==> src/rtl/sfbsf_pkg.sv <==
// Shared constants for the serial field bus slave framer and its master end.
// Assumes one system clock; character timing is given in clock cycles.
package sfbsf_pkg;
	localparam logic [7:0]  ADDR_BROADCAST = 8'h00;
	localparam logic [7:0]  ADDR_MAX       = 8'hF7;
	localparam logic [7:0]  FN_READ_HOLD   = 8'h03;
	localparam logic [7:0]  FN_WRITE_ONE   = 8'h06;
	localparam logic [7:0]  FN_DIAG        = 8'h08;
	localparam logic [7:0]  FN_WRITE_MULTI = 8'h10;
	localparam logic [7:0]  FN_ERR_FLAG    = 8'h80;
	localparam logic [7:0]  EXC_ILLEGAL_FN = 8'h01;
	localparam logic [15:0] CRC_INIT       = 16'hFFFF;
	localparam logic [15:0] CRC_POLY       = 16'hA001;
	// One character time in clock cycles and the frame gap in half characters
	localparam int          CHAR_CYCLES    = 16;
	localparam int          GAP_HALFCHARS  = 7;
	localparam int          GAP_CYCLES     = (CHAR_CYCLES * GAP_HALFCHARS + 1) / 2;
	localparam int          FIFO_DEPTH     = 16;

	// Byte-wise CRC-16, reflected, LSB first
	function automatic logic [15:0] sfbsf_crc_byte(input logic [15:0] crc,
		input logic [7:0] data);
		logic [15:0] c;
		c = crc ^ {8'h00, data};
		for (int i = 0; i < 8; i++)
		begin
			c = c[0] ? ((c >> 1) ^ CRC_POLY) : (c >> 1);
		end
		return c;
	endfunction
endpackage

==> src/rtl/sfbsf_link_if.sv <==
// Byte link between the field bus master and the slave framer.
// Assumes both ends share sys_clk; a byte moves when valid and ready are high.
interface sfbsf_link_if;
	logic       qValid;
	logic       qReady;
	logic [7:0] qData;
	logic       rValid;
	logic       rReady;
	logic [7:0] rData;
	logic       rxError;

	modport master
	(
		output qValid, qData, rReady, rxError,
		input  qReady, rValid, rData
	);
	modport slave
	(
		input  qValid, qData, rReady, rxError,
		output qReady, rValid, rData
	);
endinterface

==> src/rtl/sfbsf_fifo.sv <==
// Synchronous FIFO with valid/ready on both sides.
// Assumes a single clock; full and empty are exact.
module sfbsf_fifo #(
	parameter int WIDTH = 8,
	parameter int DEPTH = 16
)
(
	input  wire logic             sys_clk,
	input  wire logic             rst,
	input  wire logic             inValid,
	output logic                  inReady,
	input  wire logic [WIDTH-1:0] inData,
	output logic                  outValid,
	input  wire logic             outReady,
	output logic      [WIDTH-1:0] outData
);
	localparam int AW = $clog2(DEPTH);
	if (WIDTH < 1 || DEPTH < 2 || (1 << AW) != DEPTH)
	begin
		$error("DEPTH must be a power of two");
	end
	logic [WIDTH-1:0] mem [DEPTH];
	logic [AW:0]      wrPtr;
	logic [AW:0]      rdPtr;
	wire              doWr = inValid && inReady;
	wire              doRd = outValid && outReady;

	assign inReady  = (wrPtr - rdPtr) != (AW+1)'(DEPTH);
	assign outValid = wrPtr != rdPtr;
	assign outData  = mem[rdPtr[AW-1:0]];

	always_ff @(posedge sys_clk)
	begin
		if (doWr)
			mem[wrPtr[AW-1:0]] <= inData;
	end
	always_ff @(posedge sys_clk or posedge rst)
	begin
		if (rst)
			wrPtr <= '0;
		else if (doWr)
			wrPtr <= wrPtr + 1'b1;
	end
	always_ff @(posedge sys_clk or posedge rst)
	begin
		if (rst)
			rdPtr <= '0;
		else if (doRd)
			rdPtr <= rdPtr + 1'b1;
	end
endmodule

==> src/rtl/sfbsf_slave.sv <==
// Slave end: gap-framed query reception, checks and response generation.
// Assumes query bytes arrive through the link; rxError flags a bad character.
// Summary of operation
// Station address is one byte, 0 to 247
// Address zero broadcasts; 1 to 247 individual
// Accept individual frames matching station setting only
// Response echoes the query's address byte
// Function code is one byte, 1 to 255
// Unsupported function code returns an error response
// Normal response echoes the received function code
// Support read holding; refuse it when broadcast
// Support single register write, broadcast allowed
// Support multiple consecutive register write
// Support diagnostics function code
// Data field layout depends on function code
// Every frame ends with a two-byte CRC
// CRC low-order byte first, then high byte
// Receiver recomputes CRC and compares with frame
// Frames delimited by 3.5 character silent gaps
// Error response sets bit 7 of function
// No response after a broadcast query
// Receive, framing or CRC errors dropped silently
// CRC-16 from FFFF, reflected polynomial A001
// Ignore frames for other stations, no response
module sfbsf_slave
	import sfbsf_pkg::*;
#(
	parameter int MAX_BYTES = 64
)
(
	input  wire logic       sys_clk,
	input  wire logic       rst,
	sfbsf_link_if.slave     link,
	input  wire logic [7:0] station_number_setting,
	output logic            frameStrobe,
	output logic [7:0]      frameFunction,
	output logic            frameBroadcast,
	output logic [7:0]      dropCount
);
	// Count is eight bits wide, so 256 bytes would wrap to zero
	if (MAX_BYTES < 4 || MAX_BYTES > 255)
	begin
		$error("MAX_BYTES out of range");
	end
	localparam int GW = $clog2(GAP_CYCLES + 1);

	typedef enum logic [2:0]
	{
		SFBSF_IDLE  = 3'b000,
		SFBSF_RECV  = 3'b001,
		SFBSF_CHECK = 3'b011,
		SFBSF_SEND  = 3'b010,
		SFBSF_DRAIN = 3'b110
	} sfbsf_state_t;

	sfbsf_state_t state;
	logic [GW-1:0] gapCount;
	logic [7:0]    count;
	logic [15:0]   crc;
	logic [7:0]    addr;
	logic [7:0]    func;
	logic          bad;
	logic [2:0]    txIdx;
	logic [2:0]    txLen;
	logic [7:0]    txByte;
	logic [15:0]   txCrc;
	logic          fifoValid;
	logic          fifoReady;
	logic          rspValid;
	logic          rspReady;
	logic [7:0]    rspData;

	wire rxTake = link.qValid && link.qReady;
	wire gapDone = gapCount == GW'(GAP_CYCLES);
	// Decide on the last silent edge, so a byte right after the gap is new
	wire frameEnd = gapCount == GW'(GAP_CYCLES - 1) && !rxTake;
	wire addrOk = addr == ADDR_BROADCAST || addr == station_number_setting;
	wire isBcast = addr == ADDR_BROADCAST;
	wire fnKnown = func == FN_READ_HOLD || func == FN_WRITE_ONE ||
		func == FN_DIAG || func == FN_WRITE_MULTI;

	assign link.qReady = state == SFBSF_IDLE || state == SFBSF_RECV;

	// Silence counter; any received byte restarts it
	always_ff @(posedge sys_clk or posedge rst)
	begin
		if (rst)
			gapCount <= '0;
		else if (rxTake)
			gapCount <= '0;
		else if (!gapDone)
			gapCount <= gapCount + 1'b1;
	end

	// Frame state
	always_ff @(posedge sys_clk or posedge rst)
	begin
		if (rst)
			state <= SFBSF_IDLE;
		else
			case (state)
				SFBSF_IDLE:  if (rxTake) state <= SFBSF_RECV;
				SFBSF_RECV:  if (frameEnd) state <= SFBSF_CHECK;
				SFBSF_CHECK:
				begin
					// Silent drop: bad frames, foreign address, broadcasts
					if (bad || crc != 16'h0000 || count < 8'd4 || !addrOk)
						state <= SFBSF_IDLE;
					else if (isBcast)
						state <= SFBSF_IDLE;
					else
						state <= SFBSF_SEND;
				end
				SFBSF_SEND:  if (txIdx == txLen) state <= SFBSF_DRAIN;
				SFBSF_DRAIN: if (!fifoValid) state <= SFBSF_IDLE;
				default:     state <= SFBSF_IDLE;
			endcase
	end

	// Receive side: capture header, run CRC over every byte incl. the CRC
	always_ff @(posedge sys_clk or posedge rst)
	begin
		if (rst)
		begin
			count <= '0;
			crc   <= CRC_INIT;
			addr  <= '0;
			func  <= '0;
			bad   <= 1'b0;
		end
		else if (state == SFBSF_CHECK)
		begin
			// Cleared as the frame is judged; a frame may follow at once
			count <= '0;
			crc   <= CRC_INIT;
			bad   <= 1'b0;
		end
		else if (rxTake)
		begin
			// Residue of zero means the trailing low/high CRC matched
			crc <= sfbsf_crc_byte(crc, link.qData);
			if (count == 8'd0)
				addr <= link.qData;
			if (count == 8'd1)
				func <= link.qData;
			if (link.rxError || count == 8'(MAX_BYTES))
				bad <= 1'b1;
			else
				count <= count + 1'b1;
		end
	end

	// Reporting of accepted frames; payload decoding lives downstream
	always_ff @(posedge sys_clk or posedge rst)
	begin
		if (rst)
		begin
			frameStrobe    <= 1'b0;
			frameFunction  <= '0;
			frameBroadcast <= 1'b0;
		end
		else
		begin
			frameStrobe <= state == SFBSF_CHECK && !bad && crc == 16'h0000
				&& count >= 8'd4 && addrOk && fnKnown
				&& !(isBcast && func == FN_READ_HOLD);
			frameFunction  <= func;
			frameBroadcast <= isBcast;
		end
	end

	always_ff @(posedge sys_clk or posedge rst)
	begin
		if (rst)
			dropCount <= '0;
		else if (state == SFBSF_CHECK && (bad || crc != 16'h0000))
			dropCount <= dropCount + 1'b1;
	end

	// Response: echo address, function (or error), then CRC low first.
	// Normal answers echo the header only; no data fields are sent.
	always_ff @(posedge sys_clk or posedge rst)
	begin
		if (rst)
		begin
			txIdx <= '0;
			txLen <= '0;
			txCrc <= CRC_INIT;
		end
		else if (state == SFBSF_CHECK)
		begin
			txIdx <= '0;
			txLen <= fnKnown ? 3'd4 : 3'd5;
			txCrc <= CRC_INIT;
		end
		else if (state == SFBSF_SEND && rspValid && rspReady)
		begin
			txIdx <= txIdx + 1'b1;
			// Frozen before the low byte leaves, so the high byte still fits
			if (txIdx < txLen - 3'd2)
				txCrc <= sfbsf_crc_byte(txCrc, txByte);
		end
	end

	always_comb
	begin
		txByte = 8'h00;
		if (txIdx == 3'd0)
			txByte = addr;
		else if (txIdx == 3'd1)
			txByte = fnKnown ? func : (func | FN_ERR_FLAG);
		else if (txIdx == 3'd2 && !fnKnown)
			txByte = EXC_ILLEGAL_FN;
		else if (txIdx == txLen - 3'd2)
			txByte = txCrc[7:0];
		else
			txByte = txCrc[15:8];
	end

	assign rspValid = state == SFBSF_SEND && txIdx != txLen;
	assign rspData  = txByte;

	sfbsf_fifo #(.WIDTH(8), .DEPTH(FIFO_DEPTH)) rspFifo
	(
		.sys_clk  (sys_clk),
		.rst      (rst),
		.inValid  (rspValid),
		.inReady  (rspReady),
		.inData   (rspData),
		.outValid (fifoValid),
		.outReady (fifoReady),
		.outData  (link.rData)
	);
	assign link.rValid = fifoValid;
	assign fifoReady   = link.rReady;
endmodule

==> src/flat_wrapper.sv <==
// flat-port wrapper written by rule: the top's interface ports become plain ports
module sfbsf_slave_flat import sfbsf_pkg::*;
#(
	parameter int MAX_BYTES = 64
)
  (sys_clk, rst, station_number_setting, frameStrobe, frameFunction, frameBroadcast, dropCount, link_qValid, link_qData, link_rReady, link_rxError, link_qReady, link_rValid, link_rData);
  sfbsf_link_if link_i ();
  input  wire logic sys_clk;
  input  wire logic rst;
  input  wire logic [7:0] station_number_setting;
  output logic frameStrobe;
  output logic [7:0] frameFunction;
  output logic frameBroadcast;
  output logic [7:0] dropCount;
  input wire logic [$bits(link_i.qValid)-1:0] link_qValid;
  input wire logic [$bits(link_i.qData)-1:0] link_qData;
  input wire logic [$bits(link_i.rReady)-1:0] link_rReady;
  input wire logic [$bits(link_i.rxError)-1:0] link_rxError;
  output wire logic [$bits(link_i.qReady)-1:0] link_qReady;
  output wire logic [$bits(link_i.rValid)-1:0] link_rValid;
  output wire logic [$bits(link_i.rData)-1:0] link_rData;
  assign link_i.qValid = link_qValid;
  assign link_i.qData = link_qData;
  assign link_i.rReady = link_rReady;
  assign link_i.rxError = link_rxError;
  assign link_qReady = link_i.qReady;
  assign link_rValid = link_i.rValid;
  assign link_rData = link_i.rData;
  sfbsf_slave #(.MAX_BYTES(MAX_BYTES)) u_core (.sys_clk(sys_clk), .rst(rst), .link(link_i), .station_number_setting(station_number_setting), .frameStrobe(frameStrobe), .frameFunction(frameFunction), .frameBroadcast(frameBroadcast), .dropCount(dropCount));
endmodule
==> config.mk <==
export PLATFORM = sky130hd
export DESIGN_NAME = sfbsf_slave_flat
export DESIGN_NICKNAME = d
export VERILOG_FILES = /design/src/rtl/sfbsf_pkg.sv /design/src/rtl/sfbsf_link_if.sv /design/src/rtl/sfbsf_fifo.sv /design/src/rtl/sfbsf_slave.sv /design/src/flat_wrapper.sv
export SDC_FILE = /design/constraint.sdc
export NUM_CORES = 1
export LEC_CHECK = 0
export BUFFER_PORTS_ARGS = -buffer_cell sky130_fd_sc_hd__buf_2
export CAP_MARGIN = 40
export CORE_MARGIN = 2
export CORE_UTILIZATION = 50
export CTS_BUF_LIST = sky130_fd_sc_hd__clkbuf_4
export DETAILED_ROUTE_END_ITERATION = 12
export PLACE_DENSITY = 0.67
export SLEW_MARGIN = 20
export SYNTH_ARGS = -nofsm -noshare
export SYNTH_HDL_FRONTEND = slang
export SYNTH_SLANG_ARGS = --single-unit
==> constraint.sdc <==
create_clock -name sys_clk -period 11.5 [get_ports sys_clk]
set_input_delay 1.725 -clock sys_clk [delete_from_list [all_inputs] [get_ports sys_clk]]
set_output_delay 1.725 -clock sys_clk [all_outputs]
set_load 0.02 [all_outputs]
==> results.cfg <==
[status]
status = finished, final reports clean

[sta]
drv_slew = 0
whs_ns = 0.4689
fin_crit_ns = 4.538
setup_violations = 0
finClkSkew_ns = 0.06644
hold_viol = 0
tns_ns = 0
rsz0062_at_grt = no
finalCritPeriodShare = 0.3946
max_freq_ghz = 0.2204
tightest_slew_ns = 0.7587
maxSlewHeadroom = 0.4942
fin_ws_ns = 6.962

[floorplan]
initial_core_util = 0.5100
die_h_um = 147.7
fp.coreArea_um2 = 20230
row_count = 52
io_pins = 49
die_w_um = 147.7
die-area_um2 = 21800

[place]
place.port_buffers = 48
dp_cells = 1056
placed_area_um2 = 10910
dp_hpwl_mm = 15.68
preCtsSetupSlack_ns = 7.546
globalplace.congestion = 0.8389

[power_and_ir_drop]
p_per_area_nw_per_um2 = 231.7
seqPwrFrac = 0.438
p_total_mw = 2.715
p_leak_nw = 4.544
p_sw_mw = 0.9101
p_comb_frac = 0.310
ir_drop_v = 0.0002044
p_int_mw = 1.805
power_frac_clock = 0.252
swShare = 0.3353

[route]
dr.pass1.iters = 5
via_per_inst = 5.685
routed_wl_mm = 23.08
drc_errors = 0
wire_per_inst_um = 19.71
drt_iter0_markers = 616
drtAntennaViolNets = 0
vias = 6657

[yosys]
synth_nets = 795
synth.mux.area_fraction = 0.1078
synth_cell_types = 59
ys_ff_latch = 227
ys_seq_area_frac = 0.6165
synth_edf_count = 128
synth_top_family_by_area = multiplexers
syn_area_per_cell_um2 = 13.70
async_flop_share = 0.4361
synth-compound-area-share = 0.06075
netlist_area_um2 = 10320
synthCells = 753
synth-xor-area-share = 0.06669
synth-adder-area-share = 0.02546
synth_warnings = 0
synth_simple_gate_area_frac = 0.1056
ys.flop_type = edfxtp_1

[critical_path]
critPathMaxFanout = 36
crit_path_end_kind = primary output
reg2reg_to = u_core.rspFifo.mem[3][4]
r2r_cells = 11
startpoint_type = register
required_ns = 9.78
r2r_setup_slack_ns = 7.60
r2r_start = u_core.rspFifo.rdPtr[2]
path_class = register to primary output
cp.arrival_ns = 2.81

[job]
drv_cap = 0

[grt]
grt.total_usage = 0.2209
grt_antenna_before_repair = 1
grt_use_met2 = 0.3637
grt_use_met3 = 0.04414
grt_pass1_vias = 6734
grt_pass1_wl_mm = 37.38
grt_max_degree = 52
grt.busiest_layer = met2
grt.overflow.total = 0
use_met1 = 0.3055

[min_path]
hold_end = u_core.dropCount[7]
min_path_type = register to register
holdPathStages = 1
hold_start = u_core.dropCount[7]

[clock_network]
cts_hold_buf = 0
cts_tree = built
path_clk_slew_ns = 0.06
clock_sinks = 227
htreeDepth = 2
cts_buffers = 57
cts.path.max_buffers = 3
cts_root_buffer = clkbuf_4
cts_setup_buffers = 0
ctsResizeCount = 0
clock_latency_ns = 0.67

[cells_and_area]
drive_above_1_share = 0.2922
areaGrowthSynthToFinish_pct = 13.53
final_area_um2 = 11720
stdcell_count = 1171
fillCellCount = 1629
finish.utilization = 0.5790
layout.nets = 893
synthesized netlist by cell type, drive strengths merged, types with 10 or more instances:
cell | n | share of area
mux4 | 40 | 0.087
dfrtp | 67 | 0.16
xnor2 | 49 | 0.042
nand3 | 18 | 0.0087
o21ai | 18 | 0.0087
mux2 | 17 | 0.019
nand2 | 75 | 0.027
ha | 21 | 0.025
nand2b | 11 | 0.0067
inv | 14 | 0.0051
dfstp | 32 | 0.081
nand4 | 10 | 0.0061
nor2 | 61 | 0.022
edfxtp | 128 | 0.37
nor3 | 17 | 0.0082
a21oi | 32 | 0.016
clkbuf | 24 | 0.0087
xor2 | 26 | 0.022
layer usage:
layer	vias to the layer above	wire length [um]
li1	3019	-
met1	3358	9734
met2	247	11540
met3	33	1473
met4	0	329
met5	-	0
worst max-delay path, stage by stage (launching register included):
cell     delay (ns)
dfrtp_4        0.88
mux4_2         0.62
mux4_2         0.50
buf_2          0.18
registers in the layout, indices dropped and copies added (netlist names):
name and cells:
u_core.txLen 2, u_core.crc 16, u_core.addr 8, u_core.rspFifo.mem 128, u_core.frameStrobe 1, u_core.gapCount 6, u_core.frameBroadcast 1, u_core.state 3
u_core.dropCount 8, u_core.frameFunction 8, u_core.count 8, u_core.txCrc 16, u_core.rspFifo.rdPtr 5, u_core.txIdx 3, u_core.bad 1, u_core.func 8
u_core.rspFifo.wrPtr 5
cell type report:
class                      count  area (um2)  area share
sequential                   227        6365      0.5433
multi-input combinational    481        3800      0.3244
clock buffer                  83       623.1     0.05319
timing repair buffer          70       401.6     0.03428
tap                          270       337.8     0.02884
clock inverter                25       130.1     0.01111
inverter                      14       55.05    0.004699
antenna                        1       2.502   0.0002136
worst max path at each step:
| stage | start | end | depth (start not counted) | slack (ns) |
|---|---|---|---|---|
| after floorplan | rst | u_core.addr[0] | 1 | 7.24 |
| after global placement | u_core.rspFifo.rdPtr[0] | u_core.rspFifo.mem[3][3] | 9 | 6.72 |
| after detailed placement | u_core.rspFifo.rdPtr[0] | link_rData[7] | 3 | 7.55 |
| after CTS | u_core.rspFifo.rdPtr[0] | link_rData[7] | 3 | 6.87 |
| after global routing | u_core.rspFifo.rdPtr[0] | link_rData[7] | 3 | 6.76 |
| final | u_core.rspFifo.rdPtr[0] | link_rData[7] | 3 | 6.96 |
cell usage in the layout, fill, tap and decap left out, drive strengths merged, types with 23 or more instances in the layout:
| master | netlist | final |
|---|---|---|
| buf | 7 | 70 |
| nor2 | 61 | 61 |
| clkbuf | 24 | 83 |
| mux4 | 40 | 40 |
| a21oi | 32 | 32 |
| nand2 | 75 | 75 |
| dfstp | 32 | 32 |
| clkinv | 0 | 23 |
| dfrtp | 67 | 67 |
| edfxtp | 128 | 128 |
| xnor2 | 49 | 49 |
| xor2 | 26 | 26 |
power groups by stage:
| stage | sequential (mW) | combinational (mW) | clock [mW] |
|---|---|---|---|
| floorplan | 1.14 | 0.673 | 0 |
| global placement | 1.20 | 0.825 | 0 |
| detailed placement | 1.20 | 0.844 | 0 |
| CTS | 1.19 | 0.849 | 0.706 |
| global route | 1.21 | 0.918 | 0.746 |
| finish | 1.19 | 0.842 | 0.683 |
cell families after synthesis:
logic type      count (synthesis)
flops                         227
mux                            59
fa+ha+maj                      21
simple gates                  231
compound gates                 94
buf+inv                        45
xor+xnor                       76
(Power assumes the default switching activity.)
